File: config.mk
export PLATFORM = sky130hd
export DESIGN_NAME = ict_sequencer
export DESIGN_NICKNAME = d
export VERILOG_FILES = /design/src/core/ict_timing_rom.v /design/src/core/ict_sequencer.v
export VERILOG_INCLUDE_DIRS = /design/src /design/src/common
export SDC_FILE = /design/constraint.sdc
export NUM_CORES = 1
export LEC_CHECK = 0
export BUFFER_PORTS_ARGS = -buffer_cell sky130_fd_sc_hd__clkbuf_2
export CORE_ASPECT_RATIO = 1.4
export CORE_MARGIN = 2
export CORE_UTILIZATION = 50
export DETAILED_ROUTE_END_ITERATION = 8
export PLACE_DENSITY = 0.81
export REMOVE_ABC_BUFFERS = 1
export SLEW_MARGIN = 0
export SYNTH_ARGS = -nofsm -noshare
export SYNTH_HDL_FRONTEND = slang
export SYNTH_SLANG_ARGS = --single-unit
File: constraint.sdc
create_clock -name core_clk -period 5.8 [get_ports core_clk]
set_input_delay 1.16 -clock core_clk [delete_from_list [all_inputs] [get_ports core_clk]]
set_output_delay 1.16 -clock core_clk [all_outputs]
set_load 0.03 [all_outputs]
File: src/common/ict_timing_map.vh
// instruction cycle timing constants: table entries, field layout, counts
// assumes inclusion by bare name from the sequencer and its table module
`ifndef ICT_TIMING_MAP_VH
`define ICT_TIMING_MAP_VH

// ------------------------------------------------------------
// entry field layout {clocks, reads, writes, eaAdd, moveKind, moveLong}
// ------------------------------------------------------------
`define ICT_F_CLK_HI      19
`define ICT_F_CLK_LO      12
`define ICT_F_RD_HI       11
`define ICT_F_RD_LO       8
`define ICT_F_WR_HI       7
`define ICT_F_WR_LO       4
`define ICT_F_EA          3
`define ICT_F_MV_HI       2
`define ICT_F_MV_LO       1
`define ICT_F_LONG        0
`define ICT_ENTRY_W       20
`define ICT_MV_NONE       2'h0
`define ICT_MV_READ       2'h1
`define ICT_MV_WRITE      2'h2

// ------------------------------------------------------------
// timing counts
// ------------------------------------------------------------
`define ICT_BUS_CYCLE_CLK 2'h3
`define ICT_PER_REG_WORD  10'h004
`define ICT_PER_REG_LONG  10'h008
`define ICT_PER_REG_XFER  7'h01
`define ICT_PER_REG_XFERL 7'h02

// ------------------------------------------------------------
// table selector codes for the loop instruction outcomes
// ------------------------------------------------------------
`define ICT_SEL_LOOP_TAKEN   5'h10
`define ICT_SEL_LOOP_EXPIRED 5'h11
`define ICT_SEL_LOOP_CCTRUE  5'h12

// ------------------------------------------------------------
// table entries: clocks, reads, writes, ea, move kind, long
// ------------------------------------------------------------
`define ICT_T_BIT_CHANGE_OP_DR  {8'h08, 4'h1, 4'h0, 1'h0, 2'h0, 1'h0}
`define ICT_T_BIT_CHANGE_OP_DM  {8'h08, 4'h1, 4'h1, 1'h1, 2'h0, 1'h0}
`define ICT_T_BIT_CHANGE_OP_SR  {8'h0c, 4'h2, 4'h0, 1'h0, 2'h0, 1'h0}
`define ICT_T_BIT_CHANGE_OP_SM  {8'h0c, 4'h2, 4'h1, 1'h1, 2'h0, 1'h0}
`define ICT_T_BIT_CLEAR_OP_DR  {8'h0a, 4'h1, 4'h0, 1'h0, 2'h0, 1'h0}
`define ICT_T_BIT_CLEAR_OP_DM  {8'h08, 4'h1, 4'h1, 1'h1, 2'h0, 1'h0}
`define ICT_T_BIT_CLEAR_OP_SR  {8'h0e, 4'h2, 4'h0, 1'h0, 2'h0, 1'h0}
`define ICT_T_BIT_CLEAR_OP_SM  {8'h0c, 4'h2, 4'h1, 1'h1, 2'h0, 1'h0}
`define ICT_T_BIT_SET_OP_DR  {8'h08, 4'h1, 4'h0, 1'h0, 2'h0, 1'h0}
`define ICT_T_BIT_SET_OP_DM  {8'h08, 4'h1, 4'h1, 1'h1, 2'h0, 1'h0}
`define ICT_T_BIT_SET_OP_SR  {8'h0c, 4'h2, 4'h0, 1'h0, 2'h0, 1'h0}
`define ICT_T_BIT_SET_OP_SM  {8'h0c, 4'h2, 4'h1, 1'h1, 2'h0, 1'h0}
`define ICT_T_BTST_DR  {8'h06, 4'h1, 4'h0, 1'h0, 2'h0, 1'h0}
`define ICT_T_BTST_DM  {8'h04, 4'h1, 4'h0, 1'h1, 2'h0, 1'h0}
`define ICT_T_BTST_SR  {8'h0a, 4'h2, 4'h0, 1'h0, 2'h0, 1'h0}
`define ICT_T_BTST_SM  {8'h08, 4'h2, 4'h0, 1'h1, 2'h0, 1'h0}
`define ICT_T_LOOP_TK  {8'h0a, 4'h2, 4'h0, 1'h0, 2'h0, 1'h0}
`define ICT_T_LOOP_EX  {8'h0e, 4'h3, 4'h0, 1'h0, 2'h0, 1'h0}
`define ICT_T_LOOP_CT  {8'h0c, 4'h2, 4'h0, 1'h0, 2'h0, 1'h0}
`define ICT_T_XADD_MW  {8'h12, 4'h3, 4'h1, 1'h0, 2'h0, 1'h0}
`define ICT_T_XADD_ML  {8'h1e, 4'h5, 4'h2, 1'h0, 2'h0, 1'h0}
`define ICT_T_XSUB_MW  {8'h12, 4'h3, 4'h1, 1'h0, 2'h0, 1'h0}
`define ICT_T_XSUB_ML  {8'h1e, 4'h5, 4'h2, 1'h0, 2'h0, 1'h0}
`define ICT_T_MVMR_W   {8'h0c, 4'h3, 4'h0, 1'h0, 2'h1, 1'h0}
`define ICT_T_MVMR_L   {8'h0c, 4'h3, 4'h0, 1'h0, 2'h1, 1'h1}
`define ICT_T_MVRM_W   {8'h08, 4'h2, 4'h0, 1'h0, 2'h2, 1'h0}
`define ICT_T_MVRM_L   {8'h08, 4'h2, 4'h0, 1'h0, 2'h2, 1'h1}
`define ICT_T_CALL_IX  {8'h16, 4'h2, 4'h2, 1'h0, 2'h0, 1'h0}
`define ICT_T_LOAD_IX  {8'h0c, 4'h2, 4'h0, 1'h0, 2'h0, 1'h0}
`define ICT_T_PUSH_IX  {8'h14, 4'h2, 4'h2, 1'h0, 2'h0, 1'h0}
`define ICT_T_MVMR_IX  {8'h12, 4'h4, 4'h0, 1'h0, 2'h1, 1'h0}
`define ICT_T_NOP      {8'h04, 4'h1, 4'h0, 1'h0, 2'h0, 1'h0}

`endif

File: src/core/ict_timing_rom.v
// timing table: one registered entry per instruction selector
// assumes the selector is stable on the clock it is sampled
`timescale 1ns/10ps
`default_nettype none
`include "ict_timing_map.vh"

module ict_timing_rom
(
  input  wire                    core_clk,  // core clock
  input  wire                    rst_n,     // sync reset, active low
  input  wire [4:0]              sel,       // instruction selector
  output reg  [`ICT_ENTRY_W-1:0] entry_q    // registered table entry
);

  // ------------------------------------------------------------
  // table lookup, read data from a register
  // ------------------------------------------------------------
  always @(posedge core_clk)
  begin
    if (!rst_n)
      entry_q <= {`ICT_ENTRY_W{1'b0}};
    else
    begin
      case (sel)
        // RL2 register forms at maximum
        5'h00:   entry_q <= `ICT_T_BIT_CHANGE_OP_DR;
        5'h01:   entry_q <= `ICT_T_BIT_CHANGE_OP_DM;
        5'h02:   entry_q <= `ICT_T_BIT_CHANGE_OP_SR;
        5'h03:   entry_q <= `ICT_T_BIT_CHANGE_OP_SM;
        5'h04:   entry_q <= `ICT_T_BIT_CLEAR_OP_DR;
        5'h05:   entry_q <= `ICT_T_BIT_CLEAR_OP_DM;
        5'h06:   entry_q <= `ICT_T_BIT_CLEAR_OP_SR;
        5'h07:   entry_q <= `ICT_T_BIT_CLEAR_OP_SM;
        5'h08:   entry_q <= `ICT_T_BIT_SET_OP_DR;
        5'h09:   entry_q <= `ICT_T_BIT_SET_OP_DM;
        5'h0a:   entry_q <= `ICT_T_BIT_SET_OP_SR;
        5'h0b:   entry_q <= `ICT_T_BIT_SET_OP_SM;
        5'h0c:   entry_q <= `ICT_T_BTST_DR;
        5'h0d:   entry_q <= `ICT_T_BTST_DM;
        5'h0e:   entry_q <= `ICT_T_BTST_SR;
        5'h0f:   entry_q <= `ICT_T_BTST_SM;
        5'h10:   entry_q <= `ICT_T_LOOP_TK;
        5'h11:   entry_q <= `ICT_T_LOOP_EX;
        5'h12:   entry_q <= `ICT_T_LOOP_CT;
        5'h13:   entry_q <= `ICT_T_XADD_MW;
        5'h14:   entry_q <= `ICT_T_XADD_ML;
        5'h15:   entry_q <= `ICT_T_XSUB_MW;
        5'h16:   entry_q <= `ICT_T_XSUB_ML;
        5'h17:   entry_q <= `ICT_T_MVMR_W;
        5'h18:   entry_q <= `ICT_T_MVMR_L;
        5'h19:   entry_q <= `ICT_T_MVRM_W;
        5'h1a:   entry_q <= `ICT_T_MVRM_L;
        5'h1b:   entry_q <= `ICT_T_CALL_IX;
        5'h1c:   entry_q <= `ICT_T_LOAD_IX;
        5'h1d:   entry_q <= `ICT_T_PUSH_IX;
        5'h1e:   entry_q <= `ICT_T_MVMR_IX;
        default: entry_q <= `ICT_T_NOP;
      endcase
    end
  end

endmodule // ict_timing_rom
`default_nettype wire

File: src/core/ict_sequencer.v
// instruction cycle sequencer: plays out clocks and bus cycles per instruction
// assumes zero-wait bus cycles of four clocks and a same-clock start pulse
//
// Summary of operation
// RL1 - add address-calculation cost where entry flags it
// RL2 - register bit change/clear/set use maximum counts
// RL3 - loop taken: 10 clocks, two reads
// RL4 - loop falls through: 14(3/0) or 12(2/0)
// RL5 - multi-register move adds 4n/8n, per-register transfers
// RL6 - index register size never changes timing
// RL7 - extended add/subtract memory: 18(3/1), 30(5/2)
// RL8 - each figure: clocks, reads, writes
// RL9 - spare clocks become internal idle cycles
`timescale 1ns/10ps
`default_nettype none
`include "ict_timing_map.vh"

module ict_sequencer
(
  input  wire       core_clk,      // 20 MHz core clock
  input  wire       rst_n,         // sync reset, active low
  input  wire       start,         // one-cycle request, taken when idle
  input  wire [4:0] instrSel,      // instruction selector
  input  wire       loopCondTrue,  // loop condition true
  input  wire       loopExpired,   // loop counter expired
  input  wire       indexLong,     // index register used as long word
  input  wire [7:0] eaClocks,      // address calculation clocks
  input  wire [3:0] eaReads,       // address calculation reads
  input  wire [3:0] eaWrites,      // address calculation writes
  input  wire [4:0] regCount,      // registers moved (0..16)
  output reg        busy_q,        // instruction in progress
  output reg        done_q,        // pulse on last clock
  output reg        busRead_q,     // pulse at start of each read cycle
  output reg        busWrite_q,    // pulse at start of each write cycle
  output reg        idleCycle_q,   // internal idle clock
  output reg  [9:0] totalClk_q,    // total clocks of current instruction
  output reg  [6:0] totalRd_q,     // total reads
  output reg  [6:0] totalWr_q      // total writes
);

  // ------------------------------------------------------------
  // states
  // ------------------------------------------------------------
  localparam [1:0] ST_IDLE = 2'h0;  // waiting for start
  localparam [1:0] ST_LOOK = 2'h1;  // table read in flight
  localparam [1:0] ST_SUM  = 2'h2;  // totals formed
  localparam [1:0] ST_RUN  = 2'h3;  // clocks playing out

  reg  [1:0]              state_q;     // sequencer state
  reg  [1:0]              state_d;
  reg  [4:0]              sel_q;       // latched table selector
  reg  [4:0]              sel_d;
  reg  [7:0]              eaClk_q;     // latched overhead clocks
  reg  [3:0]              eaRd_q;      // latched overhead reads
  reg  [3:0]              eaWr_q;      // latched overhead writes
  reg  [4:0]              nReg_q;      // latched register count
  reg  [9:0]              clkLeft_q;   // clocks still to run
  reg  [9:0]              clkLeft_d;
  reg  [6:0]              rdLeft_q;    // reads still to issue
  reg  [6:0]              rdLeft_d;
  reg  [6:0]              wrLeft_q;    // writes still to issue
  reg  [6:0]              wrLeft_d;
  reg  [1:0]              phase_q;     // clock within a bus cycle
  reg  [1:0]              phase_d;
  reg                     busAct_q;    // bus cycle in progress
  reg                     busAct_d;
  reg                     busy_d;
  reg                     done_d;
  reg                     busRead_d;
  reg                     busWrite_d;
  reg                     idleCycle_d;
  reg  [9:0]              sumClk;      // combined clock total
  reg  [6:0]              sumRd;       // combined read total
  reg  [6:0]              sumWr;       // combined write total
  reg  [9:0]              perClk;      // clocks per moved register
  reg  [6:0]              perXfer;     // transfers per moved register
  wire [`ICT_ENTRY_W-1:0] entry;       // table entry

  // ------------------------------------------------------------
  // timing table
  // ------------------------------------------------------------
  ict_timing_rom u_rom
  (
    .core_clk (core_clk),
    .rst_n    (rst_n),
    .sel      (sel_q),
    .entry_q  (entry)
  );

  // ------------------------------------------------------------
  // selector remap for the loop instruction outcomes
  // ------------------------------------------------------------
  always @*
  begin
    sel_d = instrSel;
    if (instrSel == `ICT_SEL_LOOP_TAKEN || instrSel == `ICT_SEL_LOOP_EXPIRED ||
        instrSel == `ICT_SEL_LOOP_CCTRUE)
    begin
      // RL4 fall-through cases
      if (loopCondTrue)
        sel_d = `ICT_SEL_LOOP_CCTRUE;
      else if (loopExpired)
        sel_d = `ICT_SEL_LOOP_EXPIRED;
      else
        // RL3 branch taken case
        sel_d = `ICT_SEL_LOOP_TAKEN;
    end
  end

  // ------------------------------------------------------------
  // totals from table entry, overhead and register count
  // ------------------------------------------------------------
  always @*
  begin
    // RL5 per-register cost by size
    perClk  = entry[`ICT_F_LONG] ? `ICT_PER_REG_LONG : `ICT_PER_REG_WORD;
    perXfer = entry[`ICT_F_LONG] ? `ICT_PER_REG_XFERL : `ICT_PER_REG_XFER;
    // RL8 clocks, reads, writes per entry
    sumClk  = {2'h0, entry[`ICT_F_CLK_HI:`ICT_F_CLK_LO]};
    sumRd   = {3'h0, entry[`ICT_F_RD_HI:`ICT_F_RD_LO]};
    sumWr   = {3'h0, entry[`ICT_F_WR_HI:`ICT_F_WR_LO]};
    // RL1 address calculation overhead
    if (entry[`ICT_F_EA])
    begin
      sumClk = sumClk + {2'h0, eaClk_q};
      sumRd  = sumRd + {3'h0, eaRd_q};
      sumWr  = sumWr + {3'h0, eaWr_q};
    end
    // RL5 register transfers in the move direction
    if (entry[`ICT_F_MV_HI:`ICT_F_MV_LO] != `ICT_MV_NONE)
      sumClk = sumClk + perClk * {5'h00, nReg_q};
    if (entry[`ICT_F_MV_HI:`ICT_F_MV_LO] == `ICT_MV_READ)
      sumRd = sumRd + perXfer * {2'h0, nReg_q};
    if (entry[`ICT_F_MV_HI:`ICT_F_MV_LO] == `ICT_MV_WRITE)
      sumWr = sumWr + perXfer * {2'h0, nReg_q};
  end

  // ------------------------------------------------------------
  // sequencer next state
  // ------------------------------------------------------------
  always @*
  begin
    state_d     = state_q;
    clkLeft_d   = clkLeft_q;
    rdLeft_d    = rdLeft_q;
    wrLeft_d    = wrLeft_q;
    phase_d     = phase_q;
    busAct_d    = busAct_q;
    busy_d      = busy_q;
    done_d      = 1'b0;
    busRead_d   = 1'b0;
    busWrite_d  = 1'b0;
    idleCycle_d = 1'b0;
    case (state_q)
      ST_IDLE:
      begin
        // start taken only when idle
        if (start)
        begin
          state_d = ST_LOOK;
          busy_d  = 1'b1;
        end
      end
      ST_LOOK:
        state_d = ST_SUM;
      ST_SUM:
      begin
        // load the counters from the totals
        clkLeft_d = sumClk;
        rdLeft_d  = sumRd;
        wrLeft_d  = sumWr;
        busAct_d  = 1'b0;
        phase_d   = 2'h0;
        state_d   = ST_RUN;
      end
      ST_RUN:
      begin
        clkLeft_d = clkLeft_q - 10'h001;
        if (!busAct_q || phase_q == `ICT_BUS_CYCLE_CLK)
        begin
          phase_d = 2'h0;
          if (rdLeft_q != 7'h00)
          begin
            // reads first
            busAct_d  = 1'b1;
            busRead_d = 1'b1;
            rdLeft_d  = rdLeft_q - 7'h01;
          end
          else if (wrLeft_q != 7'h00)
          begin
            busAct_d   = 1'b1;
            busWrite_d = 1'b1;
            wrLeft_d   = wrLeft_q - 7'h01;
          end
          else
          begin
            // RL9 spare clock is internal
            busAct_d    = 1'b0;
            idleCycle_d = 1'b1;
          end
        end
        else
          phase_d = phase_q + 2'h1;
        // last clock ends the instruction
        if (clkLeft_q <= 10'h001)
        begin
          done_d  = 1'b1;
          busy_d  = 1'b0;
          state_d = ST_IDLE;
        end
      end
      default:
        state_d = ST_IDLE;
    endcase
  end

  // ------------------------------------------------------------
  // registers
  // ------------------------------------------------------------
  always @(posedge core_clk)
  begin
    if (!rst_n)
    begin
      state_q     <= ST_IDLE;
      sel_q       <= 5'h00;
      eaClk_q     <= 8'h00;
      eaRd_q      <= 4'h0;
      eaWr_q      <= 4'h0;
      nReg_q      <= 5'h00;
      clkLeft_q   <= 10'h000;
      rdLeft_q    <= 7'h00;
      wrLeft_q    <= 7'h00;
      phase_q     <= 2'h0;
      busAct_q    <= 1'b0;
      busy_q      <= 1'b0;
      done_q      <= 1'b0;
      busRead_q   <= 1'b0;
      busWrite_q  <= 1'b0;
      idleCycle_q <= 1'b0;
      totalClk_q  <= 10'h000;
      totalRd_q   <= 7'h00;
      totalWr_q   <= 7'h00;
    end
    else
    begin
      state_q     <= state_d;
      clkLeft_q   <= clkLeft_d;
      rdLeft_q    <= rdLeft_d;
      wrLeft_q    <= wrLeft_d;
      phase_q     <= phase_d;
      busAct_q    <= busAct_d;
      busy_q      <= busy_d;
      done_q      <= done_d;
      busRead_q   <= busRead_d;
      busWrite_q  <= busWrite_d;
      idleCycle_q <= idleCycle_d;
      if (state_q == ST_IDLE && start)
      begin
        // RL6 index size is not an input to timing
        sel_q   <= sel_d;
        eaClk_q <= eaClocks;
        eaRd_q  <= eaReads;
        eaWr_q  <= eaWrites;
        nReg_q  <= regCount;
      end
      if (state_q == ST_SUM)
      begin
        // RL7 extended add/subtract totals reported
        totalClk_q <= sumClk;
        totalRd_q  <= sumRd;
        totalWr_q  <= sumWr;
      end
    end
  end

  // RL2 register forms take the maximum count from the table
  // RL6 indexLong is deliberately unused in every path
  wire unusedIndex = indexLong;

endmodule // ict_sequencer
`default_nettype wire

==> impl_metrics.sql <==
INSERT INTO impl_metrics (metric_group, metric, value, unit) VALUES
('outcome', 'status', 'finished clean', ''),
('final_layout', 'finish.cell_count_without_fillers', '925', ''),
('final_layout', 'layout.cell_area.non_filler', '6590', 'sq um'),
('critical_path', 'reg2reg_depth', '13', ''),
('logic_synthesis', 'synth.area.top_cells', 'dfxtp_1 (33%), ha_1 (11%), a21oi_1 (6.9%)', ''),
('floorplanning', 'core_area', '11700', 'sq um'),
('cts', 'postCtsSetupBuffers', '0', ''),
('floorplanning', 'chipHeight', '133', 'um'),
('floorplanning', 'initial_core_util', '50.5', '%'),
('final_layout', 'syn_to_final_growth', '11.5', '%'),
('floorplanning', 'floorplan.rows', '47', ''),
('global_routing', 'grt_util_all_layers', '23.2', '%'),
('critical_path', 'crit_path_top_delay_cell', 'fa_1', ''),
('route', 'vias_per_cell', '5.74', ''),
('cts', 'cts_hold_repair.buffers', '0', ''),
('cts', 'count_of_instances_resized_after_the_clock_tree_is_built', '0', ''),
('final_layout', 'ff_latch_area', '1940', 'sq um'),
('critical_path', 'crit_path_cells', 'ha_1 > fa_1 > a21o_1 > a21oi_1 > xnor2_1 > and2_1 > fa_1 > ha_1 > a21oi_1 > xnor2_1 > o211a_1 > or2_2 > a31oi_1', ''),
('global_routing', 'antenna_found_initial', '0', ''),
('logic_synthesis', 'netlist-cell-type-count', '63', ''),
('critical_path', 'critPathRequiredTime', '6060', 'ps'),
('logic_synthesis', 'ys_seq_area_share', '32.9', '%'),
('critical_path', 'critPathMaxFanout', '3', ''),
('critical_path', 'cp_startpoint_kind', 'flip-flop', ''),
('sta', 'report.final.hold_viol_count', '0', ''),
('power_and_ir_drop', 'power.static_leakage', '2.81', 'nW'),
('cts', 'cts.clk_slew.worst_paths', '60', 'ps'),
('power_and_ir_drop', 'pwr_density_cell', '366', 'nW/um^2'),
('final_layout', 'post_route_cells_drive_above_1_share', '13.9', '%'),
('route', 'dr.first_iter.drc_count', '259', ''),
('critical_path', 'path_delay_family', 'adder cells', ''),
('placement', 'placement.io_buffers', '59', ''),
('global_routing', 'maximum_number_of_pins_on_one_net_before_global_route_repair', '50', ''),
('sta', 'final_period_minus_worst_setup_slack', '3610', 'ps'),
('logic_synthesis', 'synth_ff_type', 'dfxtp_1', ''),
('logic_synthesis', 'synth-edff-count', '0', ''),
('cts', 'cts_num_sinks', '97', ''),
('logic_synthesis', 'post_synth_most_frequent_cells', 'nand2_1 (101), dfxtp_1 (97), a21oi_1 (81)', ''),
('critical_path', 'cp_data_arrival_time', '3880', 'ps'),
('logic_synthesis', 'syn_area', '5910', 'sq um'),
('logic_synthesis', 'synthCells', '735', ''),
('sta', 'final_min_period_over_clock_period', '62.3', '%'),
('route', 'drt_first_pass_iters', '5', ''),
('placement', 'postPlaceCellArea', '6280', 'sq um'),
('placement', 'dpl.cell_count', '909', ''),
('logic_synthesis', 'average_footprint_of_a_synthesized_cell', '8.04', 'sq um'),
('logic_synthesis', 'synthArstFlopShare', '0', '%'),
('worst_hold_path', 'timing.hold.worst.start', 'eaClk_q[1]$_SDFFE_PN0P_', ''),
('critical_path', 'critical_path.endpoint_type', 'flip-flop', ''),
('flow_run', 'max_cap_viol_count', '0', ''),
('global_routing', 'grt_pass1_wl', '23300', 'um'),
('final_layout', 'multiInputGateArea', '3720', 'sq um'),
('logic_synthesis', 'synth_top_cell_area_share', '32.9', '%'),
('power_and_ir_drop', 'max-vdd-ir-drop', '0.000208', 'V'),
('logic_synthesis', 'ys_seq_elements', '97', ''),
('worst_hold_path', 'whs_path_depth', '2', ''),
('cts', 'cts_root_buf', 'clkbuf_16', ''),
('placement', 'gp_congestion', '0.910', ''),
('floorplanning', 'die_area', '12700', 'sq um'),
('sta', 'slew_headroom', '27.7', '%'),
('final_layout', 'antenna_cells_inserted', '0', ''),
('final_layout', 'nFillCells', '1077', ''),
('sta', 'setup_viol_count_final', '0', ''),
('route', 'wl_per_cell', '14.9', 'um'),
('critical_path', 'crit_buf_inv', '0', ''),
('floorplanning', 'ioPinCount', '61', ''),
('critical_path', 'timing.setup.critical_path_class', 'flip-flop to flip-flop', ''),
('final_layout', 'nNetsFinal', '865', ''),
('cts', 'clock_latency', '350', 'ps'),
('sta', 'final_max_slew_viol_count', '0', ''),
('critical_path', 'reg2reg_slack', '2190', 'ps');
-- cell families after synthesis --
logic type                 share of synthesized area, %
DFF                                                32.9
buffers and inverters                              4.32
and+or+nand+nor                                    20.0
xor gates and xnor gates                           3.41
AOI/OAI and AO/OA                                  20.9
adders and majority gates                          13.8
other                                            0.0635
muxes                                              4.62
-- where the power goes --
group          internal [mW]  switching [mW]
sequential             0.779           0.124
clock                  0.358           0.257
combinational          0.350           0.542
-- metal layers --
layer / part of all wire [%] / vias up / wire [um] / global-route usage [%]
li1: - / 2664 / - / -
met4: 3.4 / 0 / 464 / 11.7
met5: 0 / - / 0 / 0
met2: 52 / 144 / 7160 / 40.0
met1: 41 / 2468 / 5600 / 27.4
met3: 4.0 / 33 / 558 / 3.13
-- stage by stage --
stage          util (%)  hold slack [ps]  setup WS, ps  power, mW
2_1_floorplan         -              437          2480       1.56
3_3_place_gp       53.7              444          2280       1.77
3_5_place_dp       53.7              455          2240       1.80
4_1_cts            56.3              464          2210       2.41
5_1_grt            56.3              493          1990       2.57
6_report           56.3              462          2190       2.41
-- how the worst max path moves through the flow --
| stage | start | endpoint | cells after the start |
|---|---|---|---|
| 6_report | eaClk_q[1]$_SDFFE_PN0P_ | clkLeft_q[6]$_SDFFE_PN0P_ | 13 |
| 5_1_grt | eaClk_q[1]$_SDFFE_PN0P_ | clkLeft_q[8]$_SDFFE_PN0P_ | 15 |
| 4_1_cts | eaClk_q[1]$_SDFFE_PN0P_ | clkLeft_q[6]$_SDFFE_PN0P_ | 13 |
| 3_5_place_dp | eaClk_q[1]$_SDFFE_PN0P_ | clkLeft_q[6]$_SDFFE_PN0P_ | 13 |
| 3_3_place_gp | eaClk_q[1]$_SDFFE_PN0P_ | clkLeft_q[6]$_SDFFE_PN0P_ | 13 |
| 2_1_floorplan | eaClk_q[1]$_SDFFE_PN0P_ | clkLeft_q[9]$_SDFFE_PN0P_ | 14 |
-- state kept, by name (all words and copies together) (netlist names), 4 cells and up --
register and cells:
nReg_q 5, clkLeft_q 10, eaClk_q 8, totalClk_q 10, eaWr_q 4, totalRd_q 7
totalWr_q 7, wrLeft_q 7, u_rom.entry_q 13, sel_q 5, rdLeft_q 7, eaRd_q 4
-- tightest hold or removal path, stage by stage (launching register included) --
cell and delay, ps:
dfxtp_1 310, nand2_1 50, a21oi_1 50
-- cells in the final DEF (no fill, tap or decap), types with 3 or more instances in the layout --
cell,netlist,layout
clkbuf_16,0,9
dfxtp_1,97,97
inv_1,27,26
a21oi_1,81,81
nand3_1,20,20
clkbuf_2,0,59
nor2_1,70,70
o211ai_1,8,8
mux2i_1,16,16
a31oi_1,11,11
nor3_1,14,14
o22ai_1,8,8
or3_1,4,4
nand2b_1,6,6
nand4_1,4,4
nand2_1,101,101
buf_4,0,4
ha_1,51,51
o21ai_0,37,37
and2_1,7,7
a21o_1,12,12
xnor2_1,16,16
or2_2,4,4
a211o_1,3,3
a211oi_1,18,18
nor2b_1,6,6
conb_1,1,4
mux2_2,10,10
fa_1,9,9
xor2_1,7,7
o311ai_0,4,4
-- final cells by class --
type                            count  area share [%]
Multi-Input combinational cell    573            56.5
Sequential cell                    97            29.5
Timing Repair Buffer               63            4.94
Clock buffer                       12            3.89
Tap cell                          147            2.79
Inverter                           29            1.65
Clock inverter                      4           0.778
(Power assumes the default switching activity.)
